`src/rtl/spcp_pkg.sv`:
```
// Package for the sensor command port: register map, field positions, timing and shared types.
// Assumes a 40 MHz system clock; all users import the whole package.
package spcp_pkg;

  // ------------------------------------------------------------------
  // Bus address and register map
  // ------------------------------------------------------------------
  // Fixed 7-bit target address; the direction bit makes 26h/27h on the wire.
  localparam logic [6:0] SPCP_DEV_ADDR = 7'h13;
  // First register address; the window runs contiguously from here.
  localparam logic [7:0] SPCP_REG_BASE = 8'h80;
  // Number of byte registers behind the bus.
  localparam int SPCP_REG_COUNT = 17;
  localparam logic [4:0] SPCP_IDX_CMD = 5'h00;
  localparam logic [4:0] SPCP_IDX_ID = 5'h01;
  localparam logic [4:0] SPCP_IDX_AMB_HI = 5'h05;
  localparam logic [4:0] SPCP_IDX_AMB_LO = 5'h06;
  localparam logic [4:0] SPCP_IDX_DIST_HI = 5'h07;
  localparam logic [4:0] SPCP_IDX_DIST_LO = 5'h08;
  localparam logic [4:0] SPCP_IDX_LAST = 5'h10;

  // ------------------------------------------------------------------
  // Command register fields
  // ------------------------------------------------------------------
  localparam int SPCP_LOCK_BIT = 7;
  localparam int SPCP_AMB_RDY_BIT = 6;
  localparam int SPCP_DIST_RDY_BIT = 5;
  localparam int SPCP_AMB_OS_BIT = 4;
  localparam int SPCP_DIST_OS_BIT = 3;
  localparam int SPCP_AMB_EN_BIT = 2;
  localparam int SPCP_DIST_EN_BIT = 1;
  localparam int SPCP_SELF_BIT = 0;
  // Reset value of the plain storage registers.
  localparam logic [7:0] SPCP_STORE_RESET = 8'h00;

  // ------------------------------------------------------------------
  // Timing
  // ------------------------------------------------------------------
  localparam int SPCP_MCLK_NS = 25;
  // Period of the self-timed scheduling tick, in nanoseconds.
  localparam int SPCP_LP_PERIOD_NS = 1000000;
  // Cycles per tick; a period, so it rounds down.
  localparam int SPCP_LP_CYCLES = SPCP_LP_PERIOD_NS / SPCP_MCLK_NS;

  // ------------------------------------------------------------------
  // Types
  // ------------------------------------------------------------------
  // Self-timed configuration held in the command register.
  typedef struct packed {
    logic selftimed;
    logic amb_en;
    logic dist_en;
  } spcp_cfg_t;

  // Result from a converter: done pulse with its 16-bit value.
  typedef struct packed {
    logic done;
    logic [15:0] data;
  } spcp_res_t;

  // Target-side transfer states.
  typedef enum logic [3:0] {
    SPCP_IDLE, SPCP_ADDR, SPCP_ACK_A, SPCP_REGA, SPCP_ACK_R,
    SPCP_WDATA, SPCP_ACK_W, SPCP_RDATA, SPCP_RACK
  } spcp_state_t;

endpackage

```
`src/rtl/spcp_top.sv`:
```
// Serial target port and command register of the light and distance sensor.
// Assumes open-drain bus wires resolved outside; converters report on the same clock.
`timescale 1ns/1ps
module spcp_top import spcp_pkg::*; #(
  parameter int LP_CYCLES = SPCP_LP_CYCLES,
  parameter logic [7:0] ID_VALUE = 8'h5a // Arbitrary identity value.
) (
  input wire logic mclk,
  input wire logic rst,
  input wire logic scl_in,
  input wire logic sda_in,
  output logic sda_out,
  output logic sda_oe_n,
  output logic int_out,
  output logic int_oe_n,
  output logic amb_start,
  output logic dist_start,
  input spcp_res_t amb_res,
  input spcp_res_t dist_res
);

  // ------------------------------------------------------------------
  // Pin synchronisers and bus events
  // ------------------------------------------------------------------
  logic [2:0] scl_q, sda_q; // Bit 0 is the first synchroniser stage.
  logic scl_rise, scl_fall, bus_start, bus_stop;

  // Two stages bring the pins in; the third stage serves only edge detection.
  // Oversampled pins suit bus clocks several times slower than mclk
  always_ff @(posedge mclk or posedge rst) begin
    if (rst) begin
      scl_q <= 3'h7;
      sda_q <= 3'h7;
    end else begin
      scl_q <= {scl_q[1:0], scl_in};
      sda_q <= {sda_q[1:0], sda_in};
    end
  end

  // Start and stop are data edges while the clock is high.
  always_comb begin
    scl_rise = scl_q[1] && !scl_q[2];
    scl_fall = !scl_q[1] && scl_q[2];
    bus_start = scl_q[1] && scl_q[2] && sda_q[2] && !sda_q[1];
    bus_stop = scl_q[1] && scl_q[2] && !sda_q[2] && sda_q[1];
  end

  // ------------------------------------------------------------------
  // Register and transfer state
  // ------------------------------------------------------------------
  spcp_state_t st_q, st_d; // Transfer state.
  logic [2:0] bit_q, bit_d; // Bit count within a byte.
  logic [7:0] sh_q, sh_d; // Shift register in both directions.
  logic [4:0] ptr_q, ptr_d; // Register index.
  logic ptr_ok_q, ptr_ok_d; // Index lies in the register window.
  logic sda_oe_n_q, sda_oe_n_d; // Low pulls the data wire.
  spcp_cfg_t cfg_q, cfg_d; // Self-timed configuration.
  logic amb_os_q, amb_os_d, dist_os_q, dist_os_d; // One-shot pulses.
  logic amb_rdy_q, amb_rdy_d, dist_rdy_q, dist_rdy_d; // Data-ready flags.
  logic [15:0] amb_val_q, amb_val_d, dist_val_q, dist_val_d; // Results.
  logic [7:0] mem_q [SPCP_REG_COUNT]; // Plain storage registers.
  logic [7:0] mem_d [SPCP_REG_COUNT];
  logic int_oe_n_q, int_oe_n_d; // Interrupt pull-down enable.
  logic amb_busy, dist_busy; // Conversions in progress.
  logic clr_amb, clr_dist; // Result read strobes.

  // Read-back value of a register index.
  function automatic logic [7:0] read_value(input logic [4:0] idx);
    logic [7:0] v;
    v = mem_q[idx];
    case (idx)
      SPCP_IDX_CMD: v = {1'b1, amb_rdy_q, dist_rdy_q, amb_busy, dist_busy,
                         cfg_q.amb_en, cfg_q.dist_en, cfg_q.selftimed};
      SPCP_IDX_ID: v = ID_VALUE;
      SPCP_IDX_AMB_HI: v = amb_val_q[15:8];
      SPCP_IDX_AMB_LO: v = amb_val_q[7:0];
      SPCP_IDX_DIST_HI: v = dist_val_q[15:8];
      SPCP_IDX_DIST_LO: v = dist_val_q[7:0];
      default: v = mem_q[idx];
    endcase
    return v;
  endfunction

  // Next-state logic of the target port and the registers behind it.
  always_comb begin
    st_d = st_q;
    bit_d = bit_q;
    sh_d = sh_q;
    ptr_d = ptr_q;
    ptr_ok_d = ptr_ok_q;
    sda_oe_n_d = sda_oe_n_q;
    cfg_d = cfg_q;
    mem_d = mem_q;
    amb_os_d = 1'b0;
    dist_os_d = 1'b0;
    clr_amb = 1'b0;
    clr_dist = 1'b0;
    if (bus_start) begin
      // A repeated start also lands here, ready for a new address byte.
      st_d = SPCP_ADDR;
      bit_d = 3'h0;
      sda_oe_n_d = 1'b1;
    end else if (bus_stop) begin
      st_d = SPCP_IDLE;
      sda_oe_n_d = 1'b1;
    end else begin
      case (st_q)
        SPCP_ADDR, SPCP_REGA, SPCP_WDATA: begin
          if (scl_rise) begin
            sh_d = {sh_q[6:0], sda_q[1]};
            bit_d = bit_q + 3'h1;
            if (bit_q == 3'h7) begin
              if (st_q == SPCP_ADDR) begin
                st_d = (sh_q[6:0] == SPCP_DEV_ADDR) ? SPCP_ACK_A : SPCP_IDLE;
                sh_d = {7'h0, sda_q[1]};
              end else if (st_q == SPCP_REGA) begin
                ptr_ok_d = (sh_d >= SPCP_REG_BASE) && (sh_d <= SPCP_REG_BASE + 8'(SPCP_IDX_LAST));
                ptr_d = 5'(sh_d - SPCP_REG_BASE);
                st_d = SPCP_ACK_R;
              end else begin
                st_d = SPCP_ACK_W;
                if (ptr_ok_q && ptr_q == SPCP_IDX_CMD) begin
                  cfg_d = '{selftimed: sh_d[SPCP_SELF_BIT], amb_en: sh_d[SPCP_AMB_EN_BIT],
                            dist_en: sh_d[SPCP_DIST_EN_BIT]};
                  amb_os_d = sh_d[SPCP_AMB_OS_BIT] && !sh_d[SPCP_SELF_BIT];
                  dist_os_d = sh_d[SPCP_DIST_OS_BIT] && !sh_d[SPCP_SELF_BIT];
                end else if (ptr_ok_q && (ptr_q > SPCP_IDX_DIST_LO || ptr_q == 5'h2
                             || ptr_q == 5'h3 || ptr_q == 5'h4)) begin
                  mem_d[ptr_q] = sh_d;
                end
              end
            end
          end
        end
        SPCP_ACK_A, SPCP_ACK_R, SPCP_ACK_W: begin
          if (scl_fall) begin
            if (sda_oe_n_q) begin
              sda_oe_n_d = 1'b0;
            end else if (st_q == SPCP_ACK_A && sh_q[0]) begin
              sh_d = ptr_ok_q ? read_value(ptr_q) : 8'h00;
              sda_oe_n_d = sh_d[7];
              bit_d = 3'h0;
              st_d = SPCP_RDATA;
              clr_amb = ptr_ok_q && (ptr_q == SPCP_IDX_AMB_HI || ptr_q == SPCP_IDX_AMB_LO);
              clr_dist = ptr_ok_q && (ptr_q == SPCP_IDX_DIST_HI || ptr_q == SPCP_IDX_DIST_LO);
            end else begin
              sda_oe_n_d = 1'b1;
              bit_d = 3'h0;
              // Only one data byte per write; further bytes are not acknowledged.
              st_d = (st_q == SPCP_ACK_A) ? SPCP_REGA : (st_q == SPCP_ACK_R) ? SPCP_WDATA : SPCP_IDLE;
            end
          end
        end
        SPCP_RDATA: begin
          if (scl_fall) begin
            sh_d = {sh_q[6:0], 1'b0};
            bit_d = bit_q + 3'h1;
            sda_oe_n_d = (bit_q == 3'h7) ? 1'b1 : sh_q[6];
            st_d = (bit_q == 3'h7) ? SPCP_RACK : SPCP_RDATA;
          end
        end
        SPCP_RACK: begin
          // The host's acknowledge is not needed: one byte per read.
          if (scl_rise) begin
            st_d = SPCP_IDLE;
          end
        end
        default: st_d = SPCP_IDLE;
      endcase
    end
    amb_rdy_d = amb_res.done || (amb_rdy_q && !clr_amb);
    dist_rdy_d = dist_res.done || (dist_rdy_q && !clr_dist);
    // Result valid only at conversion end
    amb_val_d = amb_res.done ? amb_res.data : amb_val_q;
    dist_val_d = dist_res.done ? dist_res.data : dist_val_q;
    int_oe_n_d = !(amb_rdy_d || dist_rdy_d);
  end

  // Registers of the port.
  always_ff @(posedge mclk or posedge rst) begin
    if (rst) begin
      st_q <= SPCP_IDLE;
      bit_q <= 3'h0;
      sh_q <= 8'h00;
      ptr_q <= 5'h00;
      ptr_ok_q <= 1'b0;
      sda_oe_n_q <= 1'b1;
      cfg_q <= '0;
      amb_os_q <= 1'b0;
      dist_os_q <= 1'b0;
      amb_rdy_q <= 1'b0;
      dist_rdy_q <= 1'b0;
      amb_val_q <= 16'h0000;
      dist_val_q <= 16'h0000;
      int_oe_n_q <= 1'b1;
      for (int i = 0; i < SPCP_REG_COUNT; i++) begin
        mem_q[i] <= SPCP_STORE_RESET;
      end
    end else begin
      st_q <= st_d;
      bit_q <= bit_d;
      sh_q <= sh_d;
      ptr_q <= ptr_d;
      ptr_ok_q <= ptr_ok_d;
      sda_oe_n_q <= sda_oe_n_d;
      cfg_q <= cfg_d;
      amb_os_q <= amb_os_d;
      dist_os_q <= dist_os_d;
      amb_rdy_q <= amb_rdy_d;
      dist_rdy_q <= dist_rdy_d;
      amb_val_q <= amb_val_d;
      dist_val_q <= dist_val_d;
      int_oe_n_q <= int_oe_n_d;
      mem_q <= mem_d;
    end
  end

  // Open-drain pins only ever drive low, so the data level is a constant.
  assign sda_out = 1'b0;
  assign int_out = 1'b0;
  assign sda_oe_n = sda_oe_n_q;
  assign int_oe_n = int_oe_n_q;

  // ------------------------------------------------------------------
  // Scheduler
  // ------------------------------------------------------------------
  spcp_seq #(.LP_CYCLES(LP_CYCLES)) u_seq (
    .mclk(mclk), .rst(rst), .cfg(cfg_q), .amb_os(amb_os_q), .dist_os(dist_os_q),
    .amb_done(amb_res.done), .dist_done(dist_res.done), .amb_start(amb_start), .dist_start(dist_start),
    .amb_busy(amb_busy), .dist_busy(dist_busy)
  );
endmodule // spcp_top

```
`src/rtl/spcp_seq.sv`:
```
// Measurement scheduler: turns one-shot requests and the self-timed tick into converter starts.
// Assumes done pulses come from converter logic on the same clock.
`timescale 1ns/1ps
module spcp_seq import spcp_pkg::*; #(
  parameter int LP_CYCLES = SPCP_LP_CYCLES
) (
  input wire logic mclk,
  input wire logic rst,
  input spcp_cfg_t cfg,
  input wire logic amb_os,
  input wire logic dist_os,
  input wire logic amb_done,
  input wire logic dist_done,
  output logic amb_start,
  output logic dist_start,
  output logic amb_busy,
  output logic dist_busy
);

  // ------------------------------------------------------------------
  // Low-power tick divider and start logic
  // ------------------------------------------------------------------
  logic [31:0] div_q, div_d; // Tick divider, idle while self-timed mode is off.
  logic tick; // One-cycle scheduling enable.
  logic amb_start_d, dist_start_d, amb_busy_d, dist_busy_d;

  // The divider only runs with the scheduler enabled, standing in for the oscillator.
  always_comb begin
    tick = cfg.selftimed && (div_q == 32'(LP_CYCLES - 1));
    if (!cfg.selftimed || tick) begin
      div_d = 32'h0;
    end else begin
      div_d = div_q + 32'h1;
    end
    amb_start_d = (amb_os || (tick && cfg.amb_en)) && !amb_busy;
    dist_start_d = (dist_os || (tick && cfg.dist_en)) && !dist_busy;
    // A request during a running conversion is dropped rather than queued.
    amb_busy_d = amb_start_d || (amb_busy && !amb_done);
    dist_busy_d = dist_start_d || (dist_busy && !dist_done);
  end

  // Registers of the scheduler.
  always_ff @(posedge mclk or posedge rst) begin
    if (rst) begin
      div_q <= 32'h0;
      amb_start <= 1'b0;
      dist_start <= 1'b0;
      amb_busy <= 1'b0;
      dist_busy <= 1'b0;
    end else begin
      div_q <= div_d;
      amb_start <= amb_start_d;
      dist_start <= dist_start_d;
      amb_busy <= amb_busy_d;
      dist_busy <= dist_busy_d;
    end
  end

endmodule // spcp_seq

```
`config.mk`:
```
export PLATFORM = sky130hd
export DESIGN_NAME = spcp_top
export DESIGN_NICKNAME = d
export VERILOG_FILES = /design/src/rtl/spcp_pkg.sv /design/src/rtl/spcp_top.sv /design/src/rtl/spcp_seq.sv
export SDC_FILE = /design/constraint.sdc
export NUM_CORES = 1
export LEC_CHECK = 0
export BUFFER_PORTS_ARGS = -buffer_cell sky130_fd_sc_hd__buf_2
export CAP_MARGIN = 20
export CORE_MARGIN = 2
export CORE_UTILIZATION = 24
export DETAILED_ROUTE_END_ITERATION = 8
export GPL_TIMING_DRIVEN = 0
export HOLD_SLACK_MARGIN = 0.08
export PLACE_DENSITY = 0.37
export SLEW_MARGIN = 25
export SYNTH_ARGS = -nofsm -noshare
export SYNTH_HDL_FRONTEND = slang
export SYNTH_HIERARCHICAL = 1
export SYNTH_SLANG_ARGS = --single-unit
```
`constraint.sdc`:
```
create_clock -name mclk -period 8.2 [get_ports mclk]
set_input_delay 0.41 -clock mclk [delete_from_list [all_inputs] [get_ports mclk]]
set_output_delay 0.41 -clock mclk [all_outputs]
set_load 0.005 [all_outputs]
```
==> impl_metrics.ini <==
[outcome]
status = completed

[clock_network]
cts.clk_slew.worst_paths_ns = 0.06
clk-insertion-delay-late_ns = 0.58
cts_sinks = 239
cts.path.max_buffers = 3
htree_levels = 1
cts_tree = done
root_buffer = clkbuf_16
numCtsBuffers = 28
post_cts_resized = 0

[floorplanning]
num_rows = 80
start_util_pct = 24.12
die_y_microns = 222.4
fp.dieArea_sq_um = 49460
die_w_microns = 222.4
boundaryPins = 44
core_area_sq_um = 47450

[sta]
rsz0062_at_grt = no
fin_crit_sh_pct = 39.75
hold_violations = 0
period_needed_ns = 3.260
max_slew.worst_pin.slew_ns = 0.9950
fin_hold_ws_ns = 0.09515
setup_violations = 0
finalMaxSlewViolations = 0
fmax_mhz = 306.8
worst_slack_ns = 4.940
skew_ns = 0.03445
slew_headroom_pct = 31.95

[detailed_routing]
first_pass_iters = 5
vias = 7815
routedWlPerCell_microns = 20.55
met2WireLength_microns = 16310
met3_wirelength_microns = 1047
top_layer = met4
route.detailed.drc = 0
wl_met1_microns = 16350
viasPerCell = 4.663
ant_nets = 0
drt_iter0_drc = 571
drt-total-wl_microns = 34430

[logic_synthesis]
yosys_most_used_dff = dfrtp_1
syn_area_sq_um = 11450
yosysSeqAreaShare_pct = 52.34
avgSynthCellArea_sq_um = 12.23
synth_edf_count = 0
yosysWarningCount = 6
synth_cells = 936
synth-seq-cells = 239
synth_cell_types = 77
async_reset_ff_share_pct = 100.0

[pwr]
p_per_area_nw_per_um2 = 202.9
p_leak_uw = 0.005825
p_total_uw = 2779
worst_ir_drop_vdd_mv = 0.1272

[global_routing]
grt_max_degree = 78
antenna_found_initial = 1
grt.overflow.total = 0
grt_use_total_pct = 14.18
grt_pass1_vias = 8301
grt_pass1_wl_microns = 53430

[setup_path]
cp.required_ns = 8.68
worst_path_most_repeated_cell = buf_2
crit_type = flop to flop
crit_fanout = 10
cp-end-kind = flop
slowest_delay_ns = 0.89
start_kind = flop
slowest_stage = a2111oi_0
worstPathArrival_ns = 3.74
cp_cell_sequence = buf_4, buf_2, nor4_1, buf_2, nand2_1, a2111oi_0, nand4b_1, a31oi_1

[placement]
io_buffers = 41
post-place-ws_ns = 5.042
gp_congestion = 0.7595
dpl.hpwl_microns = 23870

[layout]
seqCellArea_sq_um = 5991
nFillCells = 4985
multiInputGateArea_sq_um = 4972
layout-drive-gt1-share_pct = 28.84
syn_to_final_growth_pct = 19.65
final_net_count = 1085
diodes = 0

[min_path]
min_path_type = input port to flop

[flow_run]
cap_violations = 0
-- per-stage QoR --
step	setup TNS, ns	util (%)	area, sq um	std cells
CTS	0	28.86	13690	1676
finish	0	28.87	13700	1676
global route	0	28.87	13700	1676
detailed placement	0	26.39	12520	1596
floorplan	0	-	11450	937
global placement	-137.79	26.19	12420	1593
-- worst max-delay path: cells and delay by family (launching register included) --
| kind | cells | cell delay (ns) |
|---|---|---|
| compound gates | 2 | 1.13 |
| buf+inv | 3 | 0.81 |
| flops | 1 | 0.41 |
| simple gates | 3 | 0.83 |
-- cell usage after synthesis, types with 7 or more instances --
cell	number	area [sq um]
buf_4	9	67.56
nor4_1	10	62.56
nand4_1	18	112.6
clkbuf_1	76	285.3
o22ai_1	9	56.30
nor2b_1	14	87.58
buf_2	19	95.09
o31ai_1	10	75.07
mux2_2	113	1272
or3_1	10	62.56
mux2i_1	27	270.3
xnor2_1	10	87.58
or4_1	15	112.6
nand3_1	17	85.08
xor2_1	7	61.31
nor2_1	39	146.4
nor3_1	7	35.03
nand2_1	37	138.9
a211oi_1	11	82.58
a22oi_1	13	97.59
dfstp_2	8	210.2
o21ai_0	23	115.1
a21oi_1	25	125.1
nand2b_1	9	56.30
mux4_2	24	540.5
inv_1	9	33.78
dfrtp_1	231	5781
mux2_4	24	360.4
-- routing by layer --
metal / up-vias / global-route usage, %
met3: 46 / 2.156
li1: 3644 / -
met1: 4018 / 19.68
met2: 107 / 23.22
met5: - / 0
met4: 0 / 3.442
-- kinds of logic (layout without fill, tap and decap cells) --
family,count (synthesis),in the layout,synth area share (%)
AO/OA/AOI/OAI,146,146,8.931
AND/OR/NAND/NOR,225,225,11.31
other,1,2,0.03276
buffers and inverters,116,240,4.307
adder cells (fa/ha/maj),3,3,0.3280
multiplexers,189,189,21.45
XOR/XNOR,17,17,1.301
flip-flops,239,239,52.34
-- cell usage in the layout (no fill, tap or decap), types with 23 or more instances in the layout --
cell type,synthesis,layout
mux2_2,113,113
nand2_1,37,37
o21ai_0,23,23
clkbuf_16,0,28
buf_2,19,60
nor2_1,39,39
mux2_4,24,24
a21oi_1,25,25
clkbuf_1,76,83
mux4_2,24,24
dlygate4sd3_1,0,33
dfrtp_1,231,231
mux2i_1,27,27
-- registers in the layout (all words and copies together) (netlist names), 3 cells and up --
| signal | cells |
|---|---|
| scl_q | 3 |
| mem_q | 136 |
| bit_q | 3 |
| amb_val_q | 16 |
| sh_q | 7 |
| st_q | 4 |
| u_seq/div_q | 32 |
| cfg_q | 3 |
| ptr_q | 5 |
| dist_val_q | 16 |
| sda_q | 3 |
-- worst paths after layout --
check,endpoint,start,slack [ns],cells after the start
min reg2reg,scl_q[1],scl_q[0],0.35,0
max in group asynchronous,scl_q[2],rst,7.00,4
max reg2reg,sda_oe_n,ptr_q[0],4.94,8
min,amb_val_q[5],amb_res[5],0.1,2
max,sda_oe_n,ptr_q[0],4.94,8
min in group asynchronous,dist_val_q[13],rst,0.43,3
-- where the power goes --
group	leakage (uW)	switching [uW]	internal [uW]	total (uW)
clock network	0.000416	511	668	1180
registers	0.00322	56.1	1220	1280
logic	0.00219	199	122	321
total	0.00583	766	2010	2780
-- cell type report --
cell class              count  area share [%]
flip-flops and latches    239           43.74
multi-input cells         582           36.31
clock buffers              40           5.810
well taps                 615           5.619
repair buffers             77           4.513
plain buffers             107           3.353
clock inverters             7          0.3563
inverters                   9          0.3015
-- repair_timing --
action | in CTS | in global routing
hold buffers | 33 | 0
hold endpoints to repair | 102 | 0
buffers inserted | 0 | 0
Power figures use the tool's default switching activity.
